### src/rtl/srx_defines.svh
`ifndef SRX_DEFINES_SVH
`define SRX_DEFINES_SVH

// Register byte addresses
`define SRX_ADDR_CTRL     8'h00
`define SRX_ADDR_STATUS   8'h04
`define SRX_ADDR_WORD     8'h08

// Control register fields
`define SRX_CTRL_MODE_LSB 0
`define SRX_CTRL_BYP_LSB  2
`define SRX_CTRL_FACT_LSB 4
`define SRX_CTRL_ROLL_LSB 8
`define SRX_CTRL_EDGE_BIT 12
`define SRX_CTRL_RESET    32'h0000_0AA0

// Status register fields
`define SRX_STAT_LOCK_BIT 0
`define SRX_STAT_LVAL_BIT 1
`define SRX_STAT_SEL_LSB  4
`define SRX_STAT_SLIP_LSB 8

// Datapath sizes and counts
`define SRX_PHASES        3'd7
`define SRX_HALF_PHASE    3'd4
`define SRX_SYNC_LAST     3'd5
`define SRX_SYNC_DEPTH    3'd6
`define SRX_SYNC_PRIME    3'd3
`define SRX_LOCK_TRANS    16
`define SRX_ROLL_MAX      4'hB
`define SRX_FACT_MAX      4'hA

`endif

### src/rtl/srx_pkg.sv
package srx_pkg;

  typedef enum logic [1:0] {
    SRX_MODE_FIXED   = 2'b00,
    SRX_MODE_ALIGNED = 2'b01,
    SRX_MODE_TRACK   = 2'b10
  } srx_mode_type;

  typedef enum logic [1:0] {
    SRX_BYP_NONE = 2'b00,
    SRX_BYP_SDR  = 2'b01,
    SRX_BYP_DDR  = 2'b10
  } srx_bypass_type;

  typedef struct packed {
    logic [5:0] mem;
    logic [2:0] wp;
    logic [2:0] rp;
    logic [2:0] cnt;
    logic       primed;
    logic       rd_bit;
  } srx_sync_state_type;

  typedef struct packed {
    logic [10:0] dl;
    logic [9:0]  sr;
    logic [3:0]  bitcnt;
    logic [3:0]  slip_cnt;
    logic        slip_q;
    logic        wrap;
    logic [9:0]  word;
    logic        word_stb;
  } srx_deser_state_type;

  typedef struct packed {
    logic [31:0] ctrl;
    logic [2:0]  bphase;
    logic        pin1;
    logic        pin2;
    logic        pin3;
    logic        cap_f;
    logic [2:0]  sel;
    logic [4:0]  trans;
    logic        locked;
    logic [3:0]  pcnt;
    logic        a_wr;
    logic [7:0]  a_addr;
    logic [9:0]  word;
    logic        wvalid;
    logic        wrap;
    logic        lock_o;
    logic        lvalid;
    logic        pclk;
    logic        fclk;
    logic [31:0] hrdata;
    logic        hready;
    logic        hresp;
  } srx_top_state_type;

endpackage

### src/rtl/srx_lane_if.sv
`timescale 1ns/10ps
interface srx_lane_if;
  logic       wr_stb;
  logic       wr_bit;
  logic       rd_stb;
  logic       flush;
  logic       rd_bit;
  logic       bit_stb;
  logic       bit_in;
  logic       slip;
  logic [3:0] factor;
  logic [3:0] roll;
  logic [3:0] bitcnt;
  logic [3:0] slip_cnt;
  logic [9:0] word;
  logic       word_stb;
  logic       wrap;

  modport fifo (input wr_stb, wr_bit, rd_stb, flush, output rd_bit);
  modport deser (input bit_stb, bit_in, slip, factor, roll,
                 output bitcnt, slip_cnt, word, word_stb, wrap);
  modport ctl (output wr_stb, wr_bit, rd_stb, flush, bit_stb, bit_in,
               slip, factor, roll,
               input rd_bit, bitcnt, slip_cnt, word, word_stb, wrap);
endinterface

### src/rtl/srx_deser.sv
`timescale 1ns/10ps
`include "srx_defines.svh"
module srx_deser (
  // Clock and reset
  input  wire logic clk_i,
  input  wire logic rst_b_i,
  // Lane
  srx_lane_if.deser lane
);
  srx_pkg::srx_deser_state_type s;
  srx_pkg::srx_deser_state_type next_s;
  logic       tap;
  logic       slip_edge;
  logic [9:0] w;

  // Each slip below the rollover count adds one bit-time of delay ahead of the shifter
  assign tap = (s.slip_cnt == 4'h0) ? lane.bit_in
                                     : s.dl[s.slip_cnt - 4'h1];
  assign slip_edge = lane.slip && !s.slip_q;

  always_comb begin
    next_s = s;
    next_s.word_stb = 1'b0;
    w = {s.sr[8:0], tap};
    if (lane.bit_stb) begin
      next_s.dl = {s.dl[9:0], lane.bit_in};
      next_s.sr = w;
      if (s.bitcnt >= lane.factor - 4'h1) begin
        next_s.bitcnt = 4'h0;
        for (int i = 0; i < 10; i++)
          if (i >= int'(lane.factor))
            w[i] = 1'b0;
        next_s.word = w;
        next_s.word_stb = 1'b1;
        // Slip sampled once per word, i.e. on the parallel clock
        next_s.slip_q = lane.slip;
        next_s.wrap = slip_edge && (s.slip_cnt >= lane.roll);
        if (slip_edge)
          next_s.slip_cnt = (s.slip_cnt >= lane.roll) ? 4'h0
                          : s.slip_cnt + 4'h1;
      end else begin
        next_s.bitcnt = s.bitcnt + 4'h1;
      end
    end
  end

  always_ff @(posedge clk_i or negedge rst_b_i) begin
    if (!rst_b_i)
      s <= '0;
    else
      s <= next_s;
  end

  assign lane.bitcnt   = s.bitcnt;
  assign lane.slip_cnt = s.slip_cnt;
  assign lane.word     = s.word;
  assign lane.word_stb = s.word_stb;
  assign lane.wrap     = s.wrap;

  a_slip_one: assert property (@(posedge clk_i) disable iff (!rst_b_i)
    (next_s.word_stb && slip_edge && s.slip_cnt < lane.roll)
    |=> s.slip_cnt == $past(s.slip_cnt) + 4'h1)
    else $error("slip did not add one bit");
  a_wrap_zero: assert property (@(posedge clk_i) disable iff (!rst_b_i)
    $rose(s.wrap) |-> s.slip_cnt == 4'h0)
    else $error("wrap without return to zero");
  // Wrap must drop at the next word boundary unless a new slip wraps again
  a_wrap_short: assert property (@(posedge clk_i) disable iff (!rst_b_i)
    (s.wrap && next_s.word_stb && !slip_edge) |=> !s.wrap)
    else $error("wrap flag held too long");
endmodule

### src/rtl/srx_rx_top.sv
`timescale 1ns/10ps
`include "srx_defines.svh"
module srx_rx_top #(
  parameter int LOCK_TRANS = `SRX_LOCK_TRANS
) (
  // Clock and reset
  input  wire logic        core_clk_i,
  input  wire logic        rst_b_i,
  // AHB-Lite slave
  input  wire logic        hsel_i,
  input  wire logic [31:0] haddr_i,
  input  wire logic [1:0]  htrans_i,
  input  wire logic        hwrite_i,
  input  wire logic [2:0]  hsize_i,
  input  wire logic        hready_i,
  input  wire logic [31:0] hwdata_i,
  output logic      [31:0] hrdata_o,
  output logic             hreadyout_o,
  output logic             hresp_o,
  // Serial pin
  input  wire logic        ser_data_i,
  // Fabric controls
  input  wire logic        slip_req_i,
  input  wire logic        sync_flush_i,
  input  wire logic        phase_freeze_i,
  input  wire logic        aligner_reset_i,
  // Fabric outputs
  output logic      [9:0]  word_o,
  output logic             word_valid_o,
  output logic             slip_wrap_o,
  output logic             locked_o,
  output logic             lock_valid_o,
  output logic             par_clk_o,
  output logic             fwd_clk_o
);
  srx_pkg::srx_top_state_type s;
  srx_pkg::srx_top_state_type next_s;
  srx_pkg::srx_mode_type      mode;
  srx_pkg::srx_bypass_type    byp;
  srx_lane_if                 lane ();

  logic [1:0]  rst_q;
  logic        rst_n;
  logic [3:0]  factor;
  logic [3:0]  roll;
  logic        ser_stb;
  logic        fall_stb;
  logic        sel_stb;
  logic        trans_seen;
  logic [2:0]  target;
  logic        first_lock;
  logic        addr_ok;
  logic        wr_ctrl;
  logic [31:0] ctrl_now;
  logic [31:0] status;

  // Reset release through two flops
  always_ff @(posedge core_clk_i or negedge rst_b_i) begin
    if (!rst_b_i)
      rst_q <= 2'b00;
    else
      rst_q <= {rst_q[0], 1'b1};
  end
  assign rst_n = rst_q[1];

  // Unsupported word sizes fall back to ten bits
  function automatic logic [3:0] legal_factor(input logic [3:0] f);
    case (f)
      4'h3, 4'h4, 4'h6, 4'h7, 4'h8, 4'hA: legal_factor = f;
      default: legal_factor = `SRX_FACT_MAX;
    endcase
  endfunction

  assign mode   = srx_pkg::srx_mode_type'(s.ctrl[`SRX_CTRL_MODE_LSB +: 2]);
  assign byp    = srx_pkg::srx_bypass_type'(s.ctrl[`SRX_CTRL_BYP_LSB +: 2]);
  assign factor = legal_factor(s.ctrl[`SRX_CTRL_FACT_LSB +: 4]);
  // Rollover clamped to 1..11 bit-times
  assign roll = (s.ctrl[`SRX_CTRL_ROLL_LSB +: 4] == 4'h0) ? 4'h1 :
                (s.ctrl[`SRX_CTRL_ROLL_LSB +: 4] > `SRX_ROLL_MAX) ?
                `SRX_ROLL_MAX : s.ctrl[`SRX_CTRL_ROLL_LSB +: 4];

  // Serial clock edges and the eight sampling phases per bit
  assign ser_stb  = (s.bphase == 3'h0);
  assign fall_stb = (s.bphase == `SRX_HALF_PHASE);
  assign sel_stb  = (s.bphase == s.sel);

  // Aligner: sample half a bit away from the last transition
  assign trans_seen = (s.pin2 != s.pin3);
  assign target     = s.bphase + `SRX_HALF_PHASE;
  assign first_lock = trans_seen && !s.locked &&
                      (s.trans == 5'(LOCK_TRANS - 1));

  // Datapath routing per mode
  always_comb begin
    lane.wr_stb = 1'b0;
    lane.wr_bit = s.pin2;
    lane.rd_stb = 1'b0;
    lane.bit_stb = 1'b0;
    lane.bit_in = s.pin2;
    lane.slip = 1'b0;
    if (byp == srx_pkg::SRX_BYP_NONE) begin
      lane.slip = slip_req_i;
      unique case (mode)
        srx_pkg::SRX_MODE_ALIGNED: begin
          lane.wr_stb  = sel_stb;
          lane.rd_stb  = ser_stb;
          lane.bit_stb = ser_stb;
          lane.bit_in  = lane.rd_bit;
        end
        srx_pkg::SRX_MODE_TRACK: begin
          lane.bit_stb = sel_stb;
          lane.bit_in  = s.pin2;
        end
        default: begin
          lane.bit_stb = ser_stb;
          lane.bit_in  = s.ctrl[`SRX_CTRL_EDGE_BIT] ? s.cap_f
                                                   : s.pin2;
        end
      endcase
    end
  end
  assign lane.flush  = sync_flush_i || first_lock ||
                       mode != srx_pkg::SRX_MODE_ALIGNED;
  assign lane.factor = factor;
  assign lane.roll   = roll;

  srx_sync u_sync (
    .clk_i   (core_clk_i),
    .rst_b_i (rst_n),
    .lane    (lane.fifo)
  );

  srx_deser u_deser (
    .clk_i   (core_clk_i),
    .rst_b_i (rst_n),
    .lane    (lane.deser)
  );

  // Bus decode
  assign addr_ok = hsel_i && htrans_i[1] && hready_i;
  assign wr_ctrl = s.a_wr && (s.a_addr == `SRX_ADDR_CTRL);
  // A read right after a control write sees the new value
  assign ctrl_now = wr_ctrl ? hwdata_i : s.ctrl;

  always_comb begin
    status = 32'h0000_0000;
    status[`SRX_STAT_LOCK_BIT] = s.locked;
    status[`SRX_STAT_LVAL_BIT] = s.lvalid;
    status[`SRX_STAT_SEL_LSB +: 3] = s.sel;
    status[`SRX_STAT_SLIP_LSB +: 4] = lane.slip_cnt;
  end

  always_comb begin
    next_s = s;
    next_s.hready = 1'b1;
    next_s.hresp  = 1'b0;
    next_s.wvalid = 1'b0;

    // Pin synchroniser; first flop only feeds the second
    next_s.pin1 = ser_data_i;
    next_s.pin2 = s.pin1;
    next_s.pin3 = s.pin2;
    next_s.bphase = (s.bphase == `SRX_PHASES) ? 3'h0 : s.bphase + 3'h1;
    if (fall_stb)
      next_s.cap_f = s.pin2;

    // Phase aligner, idle whenever the deserializer is bypassed
    if (aligner_reset_i || mode == srx_pkg::SRX_MODE_FIXED ||
        byp != srx_pkg::SRX_BYP_NONE) begin
      next_s.trans  = 5'h00;
      next_s.locked = 1'b0;
    end else if (trans_seen) begin
      if (!phase_freeze_i)
        next_s.sel = target;
      if (!s.locked)
        next_s.trans = s.trans + 5'h01;
      if (first_lock)
        next_s.locked = 1'b1;
    end

    // PLL parallel clock runs in every mode
    if (ser_stb) begin
      next_s.pcnt = (s.pcnt >= factor - 4'h1) ? 4'h0 : s.pcnt + 4'h1;
      next_s.pclk = next_s.pcnt < (factor >> 1);
    end
    next_s.fclk = (mode == srx_pkg::SRX_MODE_TRACK) &&
                  (lane.bitcnt < (factor >> 1));

    // Words to fabric
    if (byp != srx_pkg::SRX_BYP_NONE) begin
      if (ser_stb) begin
        next_s.wvalid = 1'b1;
        next_s.word = (byp == srx_pkg::SRX_BYP_DDR) ?
                      {8'h00, s.pin2, s.cap_f} : {9'h000, s.pin2};
      end
      next_s.wrap = 1'b0;
    end else begin
      if (lane.word_stb) begin
        next_s.wvalid = 1'b1;
        next_s.word   = lane.word;
      end
      next_s.wrap = lane.wrap;
    end
    next_s.lock_o = s.locked;
    next_s.lvalid = s.locked && mode != srx_pkg::SRX_MODE_TRACK;

    // AHB-Lite: zero wait states, reads registered in address phase
    next_s.a_wr = addr_ok && hwrite_i;
    next_s.a_addr = haddr_i[7:0];
    if (wr_ctrl)
      next_s.ctrl = hwdata_i;
    if (addr_ok && !hwrite_i) begin
      if (haddr_i[31:8] != 24'h000000)
        next_s.hrdata = 32'h0000_0000;
      else
        case (haddr_i[7:0])
          `SRX_ADDR_CTRL:   next_s.hrdata = ctrl_now;
          `SRX_ADDR_STATUS: next_s.hrdata = status;
          `SRX_ADDR_WORD:   next_s.hrdata = {22'h000000, s.word};
          default:          next_s.hrdata = 32'h0000_0000;
        endcase
    end
  end

  always_ff @(posedge core_clk_i or negedge rst_n) begin
    if (!rst_n) begin
      s        <= '0;
      s.ctrl   <= `SRX_CTRL_RESET;
      s.hready <= 1'b1;
    end else begin
      s <= next_s;
    end
  end

  assign hrdata_o     = s.hrdata;
  assign hreadyout_o  = s.hready;
  assign hresp_o      = s.hresp;
  assign word_o       = s.word;
  assign word_valid_o = s.wvalid;
  assign slip_wrap_o  = s.wrap;
  assign locked_o     = s.lock_o;
  assign lock_valid_o = s.lvalid;
  assign par_clk_o    = s.pclk;
  assign fwd_clk_o    = s.fclk;

  a_lock_sticky: assert property (@(posedge core_clk_i) disable iff (!rst_n)
    (s.locked && !aligner_reset_i && mode != srx_pkg::SRX_MODE_FIXED &&
     byp == srx_pkg::SRX_BYP_NONE) |=> s.locked)
    else $error("lock dropped without aligner reset");
  a_freeze_hold: assert property (@(posedge core_clk_i) disable iff (!rst_n)
    phase_freeze_i |=> $stable(s.sel))
    else $error("phase moved while frozen");
  a_lock_flush: assert property (@(posedge core_clk_i) disable iff (!rst_n)
    (!s.locked ##1 s.locked) |-> $past(lane.flush))
    else $error("first lock did not flush sync");
  a_sync_bypass: assert property (@(posedge core_clk_i) disable iff (!rst_n)
    mode != srx_pkg::SRX_MODE_ALIGNED |-> !lane.wr_stb && lane.flush)
    else $error("sync used outside aligned mode");
  a_track_invalid: assert property (@(posedge core_clk_i) disable iff (!rst_n)
    mode == srx_pkg::SRX_MODE_TRACK |=> !lock_valid_o)
    else $error("lock shown valid in tracking");
  a_word_delay: assert property (@(posedge core_clk_i) disable iff (!rst_n)
    lane.word_stb && byp == srx_pkg::SRX_BYP_NONE |=>
    word_valid_o && word_o == $past(lane.word))
    else $error("word not passed to fabric");
endmodule

### src/rtl/srx_sync.sv
`timescale 1ns/10ps
`include "srx_defines.svh"
module srx_sync (
  // Clock and reset
  input  wire logic clk_i,
  input  wire logic rst_b_i,
  // Lane
  srx_lane_if.fifo  lane
);
  srx_pkg::srx_sync_state_type s;
  srx_pkg::srx_sync_state_type next_s;
  logic do_wr;
  logic do_rd;

  // Reads wait for half fill so only phase offset is absorbed
  assign do_rd = lane.rd_stb && s.primed && (s.cnt != 3'h0);
  assign do_wr = lane.wr_stb && (s.cnt < `SRX_SYNC_DEPTH);

  always_comb begin
    next_s = s;
    if (do_rd) begin
      next_s.rd_bit = s.mem[s.rp];
      next_s.rp = (s.rp == `SRX_SYNC_LAST) ? 3'h0 : s.rp + 3'h1;
    end
    if (do_wr) begin
      next_s.mem[s.wp] = lane.wr_bit;
      next_s.wp = (s.wp == `SRX_SYNC_LAST) ? 3'h0 : s.wp + 3'h1;
    end
    next_s.cnt = s.cnt + {2'h0, do_wr} - {2'h0, do_rd};
    if (next_s.cnt >= `SRX_SYNC_PRIME)
      next_s.primed = 1'b1;
    if (lane.flush)
      next_s = '0;
  end

  always_ff @(posedge clk_i or negedge rst_b_i) begin
    if (!rst_b_i)
      s <= '0;
    else
      s <= next_s;
  end

  assign lane.rd_bit = s.rd_bit;

  a_sync_depth: assert property (@(posedge clk_i) disable iff (!rst_b_i)
    s.cnt <= `SRX_SYNC_DEPTH) else $error("sync fill above six");
  a_flush_empty: assert property (@(posedge clk_i) disable iff (!rst_b_i)
    lane.flush |=> (s.cnt == 3'h0 && !s.primed))
    else $error("flush left data in sync");
endmodule

### config.mk
export PLATFORM = sky130hd
export DESIGN_NAME = srx_rx_top
export DESIGN_NICKNAME = d
export VERILOG_FILES = /design/src/rtl/srx_pkg.sv /design/src/rtl/srx_lane_if.sv /design/src/rtl/srx_deser.sv /design/src/rtl/srx_rx_top.sv /design/src/rtl/srx_sync.sv
export VERILOG_INCLUDE_DIRS = /design/src /design/src/rtl
export SDC_FILE = /design/constraint.sdc
export NUM_CORES = 1
export LEC_CHECK = 0
export ABC_AREA = 1
export BUFFER_PORTS_ARGS = -buffer_cell sky130_fd_sc_hd__buf_2
export CORE_MARGIN = 2
export CORE_UTILIZATION = 50
export CTS_CLUSTER_SIZE = 30
export DETAILED_ROUTE_END_ITERATION = 6
export HOLD_SLACK_MARGIN = 0.15
export PLACE_DENSITY = 0.78
export SLEW_MARGIN = 20
export SYNTH_ARGS = -nofsm -noshare
export SYNTH_HDL_FRONTEND = slang
export SYNTH_HIERARCHICAL = 1
export SYNTH_SLANG_ARGS = --single-unit
### constraint.sdc
create_clock -name core_clk_i -period 9.2 [get_ports core_clk_i]
set_input_delay 1.38 -clock core_clk_i [delete_from_list [all_inputs] [get_ports core_clk_i]]
set_output_delay 1.38 -clock core_clk_i [all_outputs]
set_load 0.01 [all_outputs]
== Word level (Yosys, flattened, before mapping) ==
Cells that the tools add are included.

* Output and inout port bits: 50
* Logic and storage cells: 193
* Flip-flop bits (word level): 169
* Input bits: 79

* Eq/ne operators: 22
* Mux-type cells: 55
* Bitwise logic cells: 2
* Add/sub/neg operators: 12
* Order comparisons: 22
* Reduce and logical (&&, ||, !) cells: 45

{| class="wikitable"
|+ Operators by type and width
! cell !! number
|-
| 32-bit case mux with 3 select lines || 1
|-
| 32-bit 2-to-1 mux || 2
|-
| 1-bit 2-to-1 mux || 28
|-
| 4-bit 2-to-1 mux || 6
|-
| 24-bit nonzero test || 1
|-
| 11-bit 2-to-1 mux || 2
|-
| 17-bit 2-to-1 mux || 1
|-
| 3-bit by 4-bit greater-or-equal comparator with 1-bit output, first input constant || 4
|-
| 8-bit logical NOT || 2
|-
| 1-bit logical AND || 15
|-
| 2-bit nonzero test || 7
|-
| 4-bit by 1-bit adder with 4-bit output, second input constant || 3
|-
| 3-bit equality test, second input constant || 4
|-
| 4-bit by 3-bit equality test with 1-bit output, second input constant || 3
|-
| 4-bit greater-or-equal comparator || 3
|-
| 12-bit 2-to-1 mux || 1
|-
| 3-bit 2-to-1 mux || 4
|-
| 6-bit 2-to-1 mux || 2
|-
| 3-bit by 1-bit adder with 3-bit output, second input constant || 3
|-
| 9-bit 2-to-1 mux || 1
|-
| 4-bit equality test, second input constant || 2
|-
| 8-bit by 3-bit equality test with 1-bit output, second input constant || 1
|-
| 8-bit by 4-bit equality test with 1-bit output, second input constant || 1
|-
| 1-bit by 4-bit greater-or-equal comparator with 1-bit output, first input constant || 2
|-
| other kinds (39) || 59
|}

== Depth between registers and ports, before layout ==
Gate-level depths: netlist (run 1).

* Depth after elaboration: 9
* Gate-level depth with buffers: 20
* Gate-level depth less buffers: 20

== Modules after synthesis ==
Netlist (run 1), hierarchy kept.

{| class="wikitable"
|+ By module, submodules not included
! module !! instances !! sequential area each (um^2) !! cells each !! area each (um^2)
|-
| srx_rx_top || 1 || 2782.7 || 653 || 5551.6
|-
| srx_deser || 1 || 1026.0 || 278 || 2298.5
|-
| srx_sync || 1 || 425.4 || 120 || 960.9
|}

== Worst setup path after synthesis (run 1) ==
Ideal clock, no wire load.

* Kind: register -> register
* From: register s[86] (netlist bit)
* To: register u_deser.s (netlist bit u_deser/lane.word[7])
* Period minus slack after synthesis: 2.656 ns
* Path buffers: 3
* Setup time: 0.095 ns
* Arrival time: 2.560 ns
* Cell stages (with the launch flop): 18
* Data required time: 9.105 ns
* Slack: 6.544 ns
* Path through: dfstp_2 -> inv_1 -> o211ai_1 -> o21ai_0 -> nand2_1 -> inv_1 -> clkbuf_1 -> nor2_1 -> nand2_1 -> xor2_1 -> ha_1 -> a21oi_1 -> nand3_2 -> nand2_2 -> buf_6 -> buf_6 -> nand2_1 -> o31ai_1

* Cells in the longest elaborated chain, start to end: 6
* Elaborated cells between the ends (all ways): 13
* Those cells by class: add/sub (1); order compare (2); eq/ne (6); mux (2); reduce/logical (2)

{| class="wikitable"
|+ Ends and longest elaborated chain
! what !! RTL line !! source
|-
| from (decl) || srx_rx_top.sv:36 || <nowiki>srx_pkg::srx_top_state_type s;</nowiki>
|-
| from (signal assigned) || srx_rx_top.sv:231 || <nowiki>s <= next_s;</nowiki>
|-
| 4-bit by 2-bit equality test with 1-bit output, or another cell as far along || srx_rx_top.sv:68 || <nowiki>case (f)</nowiki>
|-
| 6-bit OR reduction || srx_rx_top.sv:68 ||
|-
| 4-bit 2-to-1 mux (*) || srx_rx_top.sv:68 ||
|-
| net factor[3] || srx_rx_top.sv:44 || <nowiki>logic [3:0] factor;</nowiki>
|-
| 4-bit by 1-bit subtractor with 4-bit output || srx_deser.sv:28 || <nowiki>if (s.bitcnt >= lane.factor - 4'h1) begin</nowiki>
|-
| 4-bit greater-or-equal comparator || srx_deser.sv:28 ||
|-
| 2-bit AND reduction (no line) || n/a ||
|-
| to (signal assigned) || srx_deser.sv:51 || <nowiki>s <= next_s;</nowiki>
|-
| to (decl) || srx_deser.sv:10 || <nowiki>srx_pkg::srx_deser_state_type s;</nowiki>
|}

The timed path passes the listed nets; every way through them passes the cells marked *.
A chain may end at the register's enable or synchronous reset.

== Worst setup path after layout (run 1) ==
* From: register s[83] (netlist bit)
* To: register u_deser.s (netlist bit u_deser/lane.slip_cnt[2])

* Cells in the longest elaborated chain, start to end: 6
* Elaborated cells between the ends (all ways): 11
* Those cells by class: add/sub (1); order compare (1); eq/ne (6); mux (1); reduce/logical (2)

{| class="wikitable"
|+ Ends and longest elaborated chain
! what !! RTL line
|-
| 4-bit by 2-bit equality test with 1-bit output, or another cell as far along || srx_rx_top.sv:68
|-
| 6-bit OR reduction (*) || srx_rx_top.sv:68
|-
| 4-bit 2-to-1 mux (*) || srx_rx_top.sv:68
|-
| net factor[3] || srx_rx_top.sv:44
|-
| 4-bit by 1-bit subtractor with 4-bit output (*) || srx_deser.sv:28
|-
| 4-bit greater-or-equal comparator (*) || srx_deser.sv:28
|-
| 3-bit AND reduction (no line) (*) || n/a
|}

Marks and branches as above.

==> results of run 1 <==
-- layout by cell type (no fill, tap or decap), types with 10 or more instances in the layout --
cell type	instances
inv_1	100
nand2_1	337
o21ai_0	42
nand4_1	12
a21oi_1	23
nand3_1	68
nor2_1	63
xor2_1	10
dfrtp_1	164
buf_2	122
ha_1	36
clkbuf_16	17
-- flip-flops by register name (all words and copies together) (netlist names), 4 cells and up --
signal                 flops
u_deser/lane.slip_cnt      4
s                         54
u_deser/lane.bitcnt        4
u_deser/s                 21
u_sync/s                  16
u_deser/lane.word         10
word_o                    10
hrdata_o                  32
-- layer usage --
layer | vias to the layer above | GRT usage [%]
met1 | 3218 | 29.9
met5 | - | 0
li1 | 3387 | -
met4 | 0 | 8.28
met3 | 40 | 4.74
met2 | 247 | 34.9
-- cell families (layout without fill, tap and decap cells) --
family,after synthesis,after routing
AOI/OAI and AO/OA,110,110
xor gates and xnor gates,12,12
adders and majority gates,37,37
buffers and inverters,200,269
DFF,169,169
other,2,3
and+or+nand+nor,521,521
-- metrics by stage --
stage          util [%]  setup slack [ps]
6_report           56.1              5170
3_3_place_gp       52.8              5460
4_1_cts            56.1              5240
3_5_place_dp       52.8              5360
5_1_grt            56.1              4850
2_1_floorplan         -              4150
-- critical path, delay by kind of cell, from the launching register on --
kind	cells	cell delay, ps
compound gates	4	1320
simple gates	7	1310
buf+inv	3	470
flops	1	350
fa+ha+maj	1	350
xor+xnor	1	150
-- worst min path at each step --
stage,start,end,slack (ps),cells past startpoint
floorplan,next_s[74],lane.wr_bit,330,0
global placement,rst_q[1],u_deser/lane.bitcnt[0],340,0
detailed placement,rst_q[1],u_deser/lane.bitcnt[0],340,0
CTS,rst_q[1],u_deser/lane.word[7],340,0
global route,next_s[74],lane.wr_bit,360,0
finish,rst_q[1],u_deser/lane.word[3],310,0
-- power by group --
part,internal (uW),total (uW),switching [uW]
combinational,32.5,85.3,52.8
sequential,753,762,9.66
clock,381,695,314
total,1170,1540,377
-- final cells by class --
type                    count  area, um2
flip-flops and latches    169       4240
inverters                 111        420
multi-input cells         683       3510
clock inverters            13        134
repair buffers            126        641
clock buffers              19        433
fillers                  1509       7570
well taps                 225        282
==> flow_metrics.py, run 1 <==
metrics = {
    "floorplan": {
        "die-width_um": 137,
        "io_pins": 129,
        "initial_core_util_pct": 51.1,
        "die_area_um2": 18700,
        "coreArea_um2": 17200,
        "dieHeight_um": 137,
        "num_rows": 48,
    },
    "synth": {
        "synth_compound_area_share_pct": 7.44,
        "yosys_warnings": 6,
        "synthMuxAreaShare_pct": 0,
        "seq_area_frac_synth_pct": 48.1,
        "ys_async_sr_fraction_pct": 100,
        "synth_xor_area_share_pct": 1.19,
        "synth_adder_area_share_pct": 5.34,
        "synth_top_family_by_area": "simple AND/OR/NAND/NOR gates",
        "syn-mean-instance-area_um2": 8.38,
        "yosys.area_share.simple_pct": 25.7,
        "yosysMostFrequentCell": "nand2_1",
        "syn_inst": 1051,
        "ys_ff_latch": 169,
        "synth_edf_count": 0,
        "synth_common_cells": "337 x nand2_1, 165 x dfrtp_1, 100 x inv_1",
        "synth_area_um2": 8810,
        "yosys_most_used_dff": "dfrtp_1",
        "synth_top_cell_area_share_pct": 46.9,
        "yosys.area.top_type": "dfrtp_1",
        "synth.distinct_cells": 49,
        "netlist_top_cells_area": "dfrtp_1 47%, nand2_1 14%, buf_4 5.7%",
    },
    "timing": {
        "finClkSkew_ps": 10.1,
        "hold_viol_final": 0,
        "rsz0062_at_grt": "no",
        "finalCritPeriodShare_pct": 43.8,
        "finalSetupViolCount": 0,
        "min_period_ps": 4030,
        "fin_tns_setup_ps": 0,
        "slew_headroom_pct": 36.8,
        "tightest_slew_ps": 948,
        "whs_ps": 315,
        "max_freq_ghz": 0.248,
        "drv_slew": 0,
    },
    "global_route": {
        "grt_max_degree": 78,
        "grt_pass1_vias": 6463,
        "antenna_found_initial": 0,
        "grt_pass1_wl_mm": 31.9,
        "grt_usage_pct": 22.1,
        "gr-total-overflow": 0,
    },
    "detailed_routing": {
        "drt-met1-wl_mm": 8.77,
        "via_count": 6892,
        "wl_met3_mm": 1.37,
        "wl_per_cell_um": 14.6,
        "drt-initial-drc-count": 435,
        "drc": 0,
        "drt_wl_total_mm": 19.7,
        "firstDrtPassIters": 6,
        "postRouteAntennaNets": 0,
        "top_layer_used": "met4",
        "wl_met2_mm": 9.07,
        "drt-vias-per-instance": 5.12,
    },
    "placement": {
        "dpl.hpwl_mm": 13.9,
        "gp_congestion": 0.873,
        "dp_cells": 1314,
        "portBuffers": 122,
        "post_dp_cell_area_um2": 9090,
    },
    "setup_path": {
        "worst_setup_path_start_kind": "flip-flop",
        "cp.required_ps": 9560,
        "regToRegStartpoint": "s[83]",
        "critPathLaunch": "s[83]",
        "cp.arrival_ps": 4390,
        "crit_top_cell": "nand2_1",
        "cp_cell_sequence": "inv_1 > o211ai_1 > o21ai_0 > nand2_1 > inv_1 > nor2_1 > nand2_1 > xor2_1 > ha_1 > a21oi_1 > nand3_2 > nand2_2 > clkinv_2 > nand2_2 > nand2_1 > o21ai_0",
        "reg2reg_slack_ps": 5170,
        "crit_slowest_cell": "o211ai_1",
        "reg2regPathDepth": 16,
        "worstSetupPathType": "flip-flop to flip-flop",
        "crit_end": "u_deser/lane.slip_cnt[2]",
        "slowest_delay_ps": 740,
        "path_max_fanout": 20,
        "r2r_end": "u_deser/lane.slip_cnt[2]",
        "critPathCaptureType": "flip-flop",
    },
    "clocking": {
        "cts-resized-gates": 0,
        "cts_sinks": 169,
        "cts.reportedPaths.clkPinSlew_ps": 70,
        "clockBufferDepth": 2,
        "postCtsSetupBuffers": 0,
        "clockRootBuffer": "clkbuf_16",
        "htree_levels": 4,
        "cts_tree": "built",
        "clk_latency_ps": 440,
        "hold_buffers": 0,
        "cts_made_buffers": 17,
    },
    "run": {
        "maxCapViolCount": 0,
    },
    "layout": {
        "area_delta_synth_final_pct": 9.66,
        "final_cell_area_um2": 9660,
        "final_cells": 1346,
        "antenna_cells": 0,
        "nets": 1224,
        "drive_above_1_share_pct": 18.0,
    },
    "power_and_ir_drop": {
        "p_leak_uw": 0.00524,
        "total_power_uw": 1540,
        "powerDensity_nw_per_um2": 160,
        "ir_worst_vdd_v": 0.000130,
    },
    "status": {
        "status": "complete, no violations",
    },
    "hold_path": {
        "worstHoldPathType": "flip-flop to async pin",
    },
}
No activity file was read; power rests on OpenSTA's default activity.
==> inputs of run 2 (changes only) <==
ABC_AREA = 0   (was 1)
PLACE_DENSITY = 0.79   (was 0.78)
clock period = 4 ns   (was 9.2 ns; I/O delays follow)
==> run 2 against run 1 <==
Effect of this change: global-route usage decreased by 1.3 points; clock-buffer cell count shrank 1; hold slack worse by 35 ps; die area down 4.3%; synthesized cell count down 29%; power rose to 2.5 times the previous value; cell area decreased by 3.3%; worst setup slack got worse by 4600 ps; largest power group unchanged.
==> flow_metrics.py, run 2 <==
metrics = {
    "layout": {
        "nets": 919,
        "area_delta_synth_final_pct": 11.0,
        "antenna_cells": 0,
        "final_common_cell": "dfrtp_1",
        "fill_cells": 1372,
        "largest_register": "s",
        "largest_reg_flops": 54,
        "drive_above_1_share_pct": 30.6,
        "layout_common_cells": "164 x dfrtp_1, 122 x buf_2, 64 x nand2_1",
    },
    "timing": {
        "hold_viol_final": 0,
        "drv_slew": 0,
        "tightest_slew_ps": 902,
        "max_freq_ghz": 0.289,
        "finClkSkew_ps": 10.5,
        "finalSetupViolCount": 0,
        "whs_ps": 280,
        "slew_headroom_pct": 39.8,
        "fin_tns_setup_ps": 0,
        "rsz0062_at_grt": "no",
        "finalCritPeriodShare_pct": 86.6,
        "min_period_ps": 3460,
    },
    "floorplan": {
        "die-width_um": 134,
        "initial_core_util_pct": 51.0,
        "die_area_um2": 17900,
        "dieHeight_um": 134,
        "io_pins": 129,
        "coreArea_um2": 16500,
        "num_rows": 47,
    },
    "clocking": {
        "clockRootBuffer": "clkbuf_16",
        "cts.reportedPaths.clkPinSlew_ps": 60,
        "cts_tree": "built",
        "cts_made_buffers": 17,
        "clockBufferDepth": 2,
        "cts_sinks": 169,
        "cts-resized-gates": 0,
        "htree_levels": 4,
        "postCtsSetupBuffers": 0,
        "hold_buffers": 1,
        "clk_latency_ps": 430,
    },
    "hold_path": {
        "holdPathStages": 1,
        "hp-start": "ser_data_i",
        "worstHoldPathType": "input pin to flip-flop",
        "hold_end": "next_s[74]",
    },
    "setup_path": {
        "crit_slowest_cell": "dfstp_2",
        "cp.arrival_ps": 3800,
        "cp_top_family": "simple AND/OR/NAND/NOR gates",
        "worstSetupPathType": "flip-flop to flip-flop",
        "reg2regPathDepth": 12,
        "worst_setup_path_start_kind": "flip-flop",
        "reg2reg_slack_ps": 540,
        "r2r_end": "u_deser/lane.slip_cnt[0]",
        "worstPathBufferInverterCount": 2,
        "critPathCaptureType": "flip-flop",
        "cp.required_ps": 4340,
        "regToRegStartpoint": "s[86]",
        "path_max_fanout": 16,
        "slowest_delay_ps": 600,
        "cp_cell_sequence": "xnor2_1 > nor3_1 > inv_1 > inv_1 > ha_1 > xnor2_1 > ha_1 > o21ai_0 > nand2b_1 > nand3_1 > or3_1 > o21ai_0",
    },
    "detailed_routing": {
        "postRouteAntennaNets": 0,
        "wl_per_cell_um": 17.2,
        "firstDrtPassIters": 5,
        "drc": 0,
        "drt_wl_total_mm": 17.8,
        "via_count": 5847,
        "drt-initial-drc-count": 349,
        "drt-vias-per-instance": 5.64,
    },
    "synth": {
        "ys_async_sr_fraction_pct": 100,
        "netlist_top_cells_area": "dfrtp_1 49%, mux2_2 7.4%, buf_4 5.6%",
        "yosysMostFrequentCell": "dfrtp_1",
        "yosys_most_used_dff": "dfrtp_1",
        "seq_area_frac_synth_pct": 50.3,
        "synth_common_cells": "165 x dfrtp_1, 64 x nand2_1, 63 x buf_4",
        "synth_area_um2": 8420,
        "syn_inst": 743,
        "syn-mean-instance-area_um2": 11.3,
        "yosys_warnings": 6,
        "synth_top_cell_area_share_pct": 49.0,
        "synth.distinct_cells": 73,
        "ys_ff_latch": 169,
        "synth_edf_count": 0,
        "yosys.area.top_type": "dfrtp_1",
    },
    "run": {
        "maxCapViolCount": 0,
    },
    "power_and_ir_drop": {
        "powerDensity_nw_per_um2": 415,
        "ir_worst_vdd_v": 0.000336,
        "total_power_uw": 3880,
        "p_leak_uw": 0.00440,
    },
    "global_route": {
        "grt_usage_pct": 20.7,
        "grt_pass1_wl_mm": 29.0,
        "grt_pass1_vias": 5678,
        "grt_max_degree": 78,
        "antenna_found_initial": 0,
        "gr-total-overflow": 0,
    },
    "placement": {
        "dpl.hpwl_mm": 12.6,
        "portBuffers": 122,
        "gp_congestion": 0.802,
    },
    "status": {
        "status": "complete, no violations",
    },
}
## run 2: logic make-up after synthesis
kind of cell / synth area share [%]
XOR/XNOR: 1.77
AO/OA/AOI/OAI: 12.6
other: 0.0892
buffers and inverters: 8.85
adder cells (fa/ha/maj): 5.59
AND/OR/NAND/NOR: 11.9
multiplexers: 8.88
flip-flops: 50.3
## run 2: power breakdown
group | total [uW] | switching (uW) | internal (uW)
Sequential | 1910 | 99.3 | 1810
Combinational | 483 | 253 | 229
Clock | 1490 | 677 | 810
Total | 3880 | 1030 | 2850
## run 2: worst max-delay path by stage
stage,start,endpoint,slack (ps),depth (start not counted)
6_report,s[86],u_deser/lane.slip_cnt[0],540,12
5_1_grt,s[86],u_deser/lane.slip_cnt[2],150,13
4_1_cts,s[86],u_deser/lane.slip_cnt[2],540,13
2_1_floorplan,s[84],par_clk_o,900,14
3_5_place_dp,s[86],par_clk_o,560,14
3_3_place_gp,s[86],u_deser/lane.word[2],630,12
## run 2: final cells by class
class	count	area (um2)	share of cell area, %
Clock inverter	14	101	1.08
Tap cell	220	275	2.95
Inverter	31	116	1.24
Timing Repair Buffer	133	708	7.58
Sequential cell	169	4240	45.3
Multi-Input combinational cell	451	3470	37.1
Clock buffer	18	439	4.70
## run 2: stage by stage
step | instance area, um2 | cells | setup WS, ps | utilization (%)
finish | 9350 | 1036 | 536 | 56.6
global route | 9350 | 1036 | 146 | 56.6
CTS | 9350 | 1036 | 539 | 56.6
detailed placement | 8800 | 1003 | 556 | 53.2
global placement | 8800 | 1003 | 625 | 53.2
floorplan | 8430 | 744 | 900 | -
## run 2: routing by layer
| metal | vias to the layer above | routed length (um) | track usage (%) |
|---|---|---|---|
| li1 | 2712 | - | - |
| met1 | 2906 | 7440 | 25.7 |
| met2 | 200 | 8740 | 35.1 |
| met3 | 29 | 1260 | 5.14 |
| met4 | 0 | 394 | 8.16 |
| met5 | - | 0 | 0 |
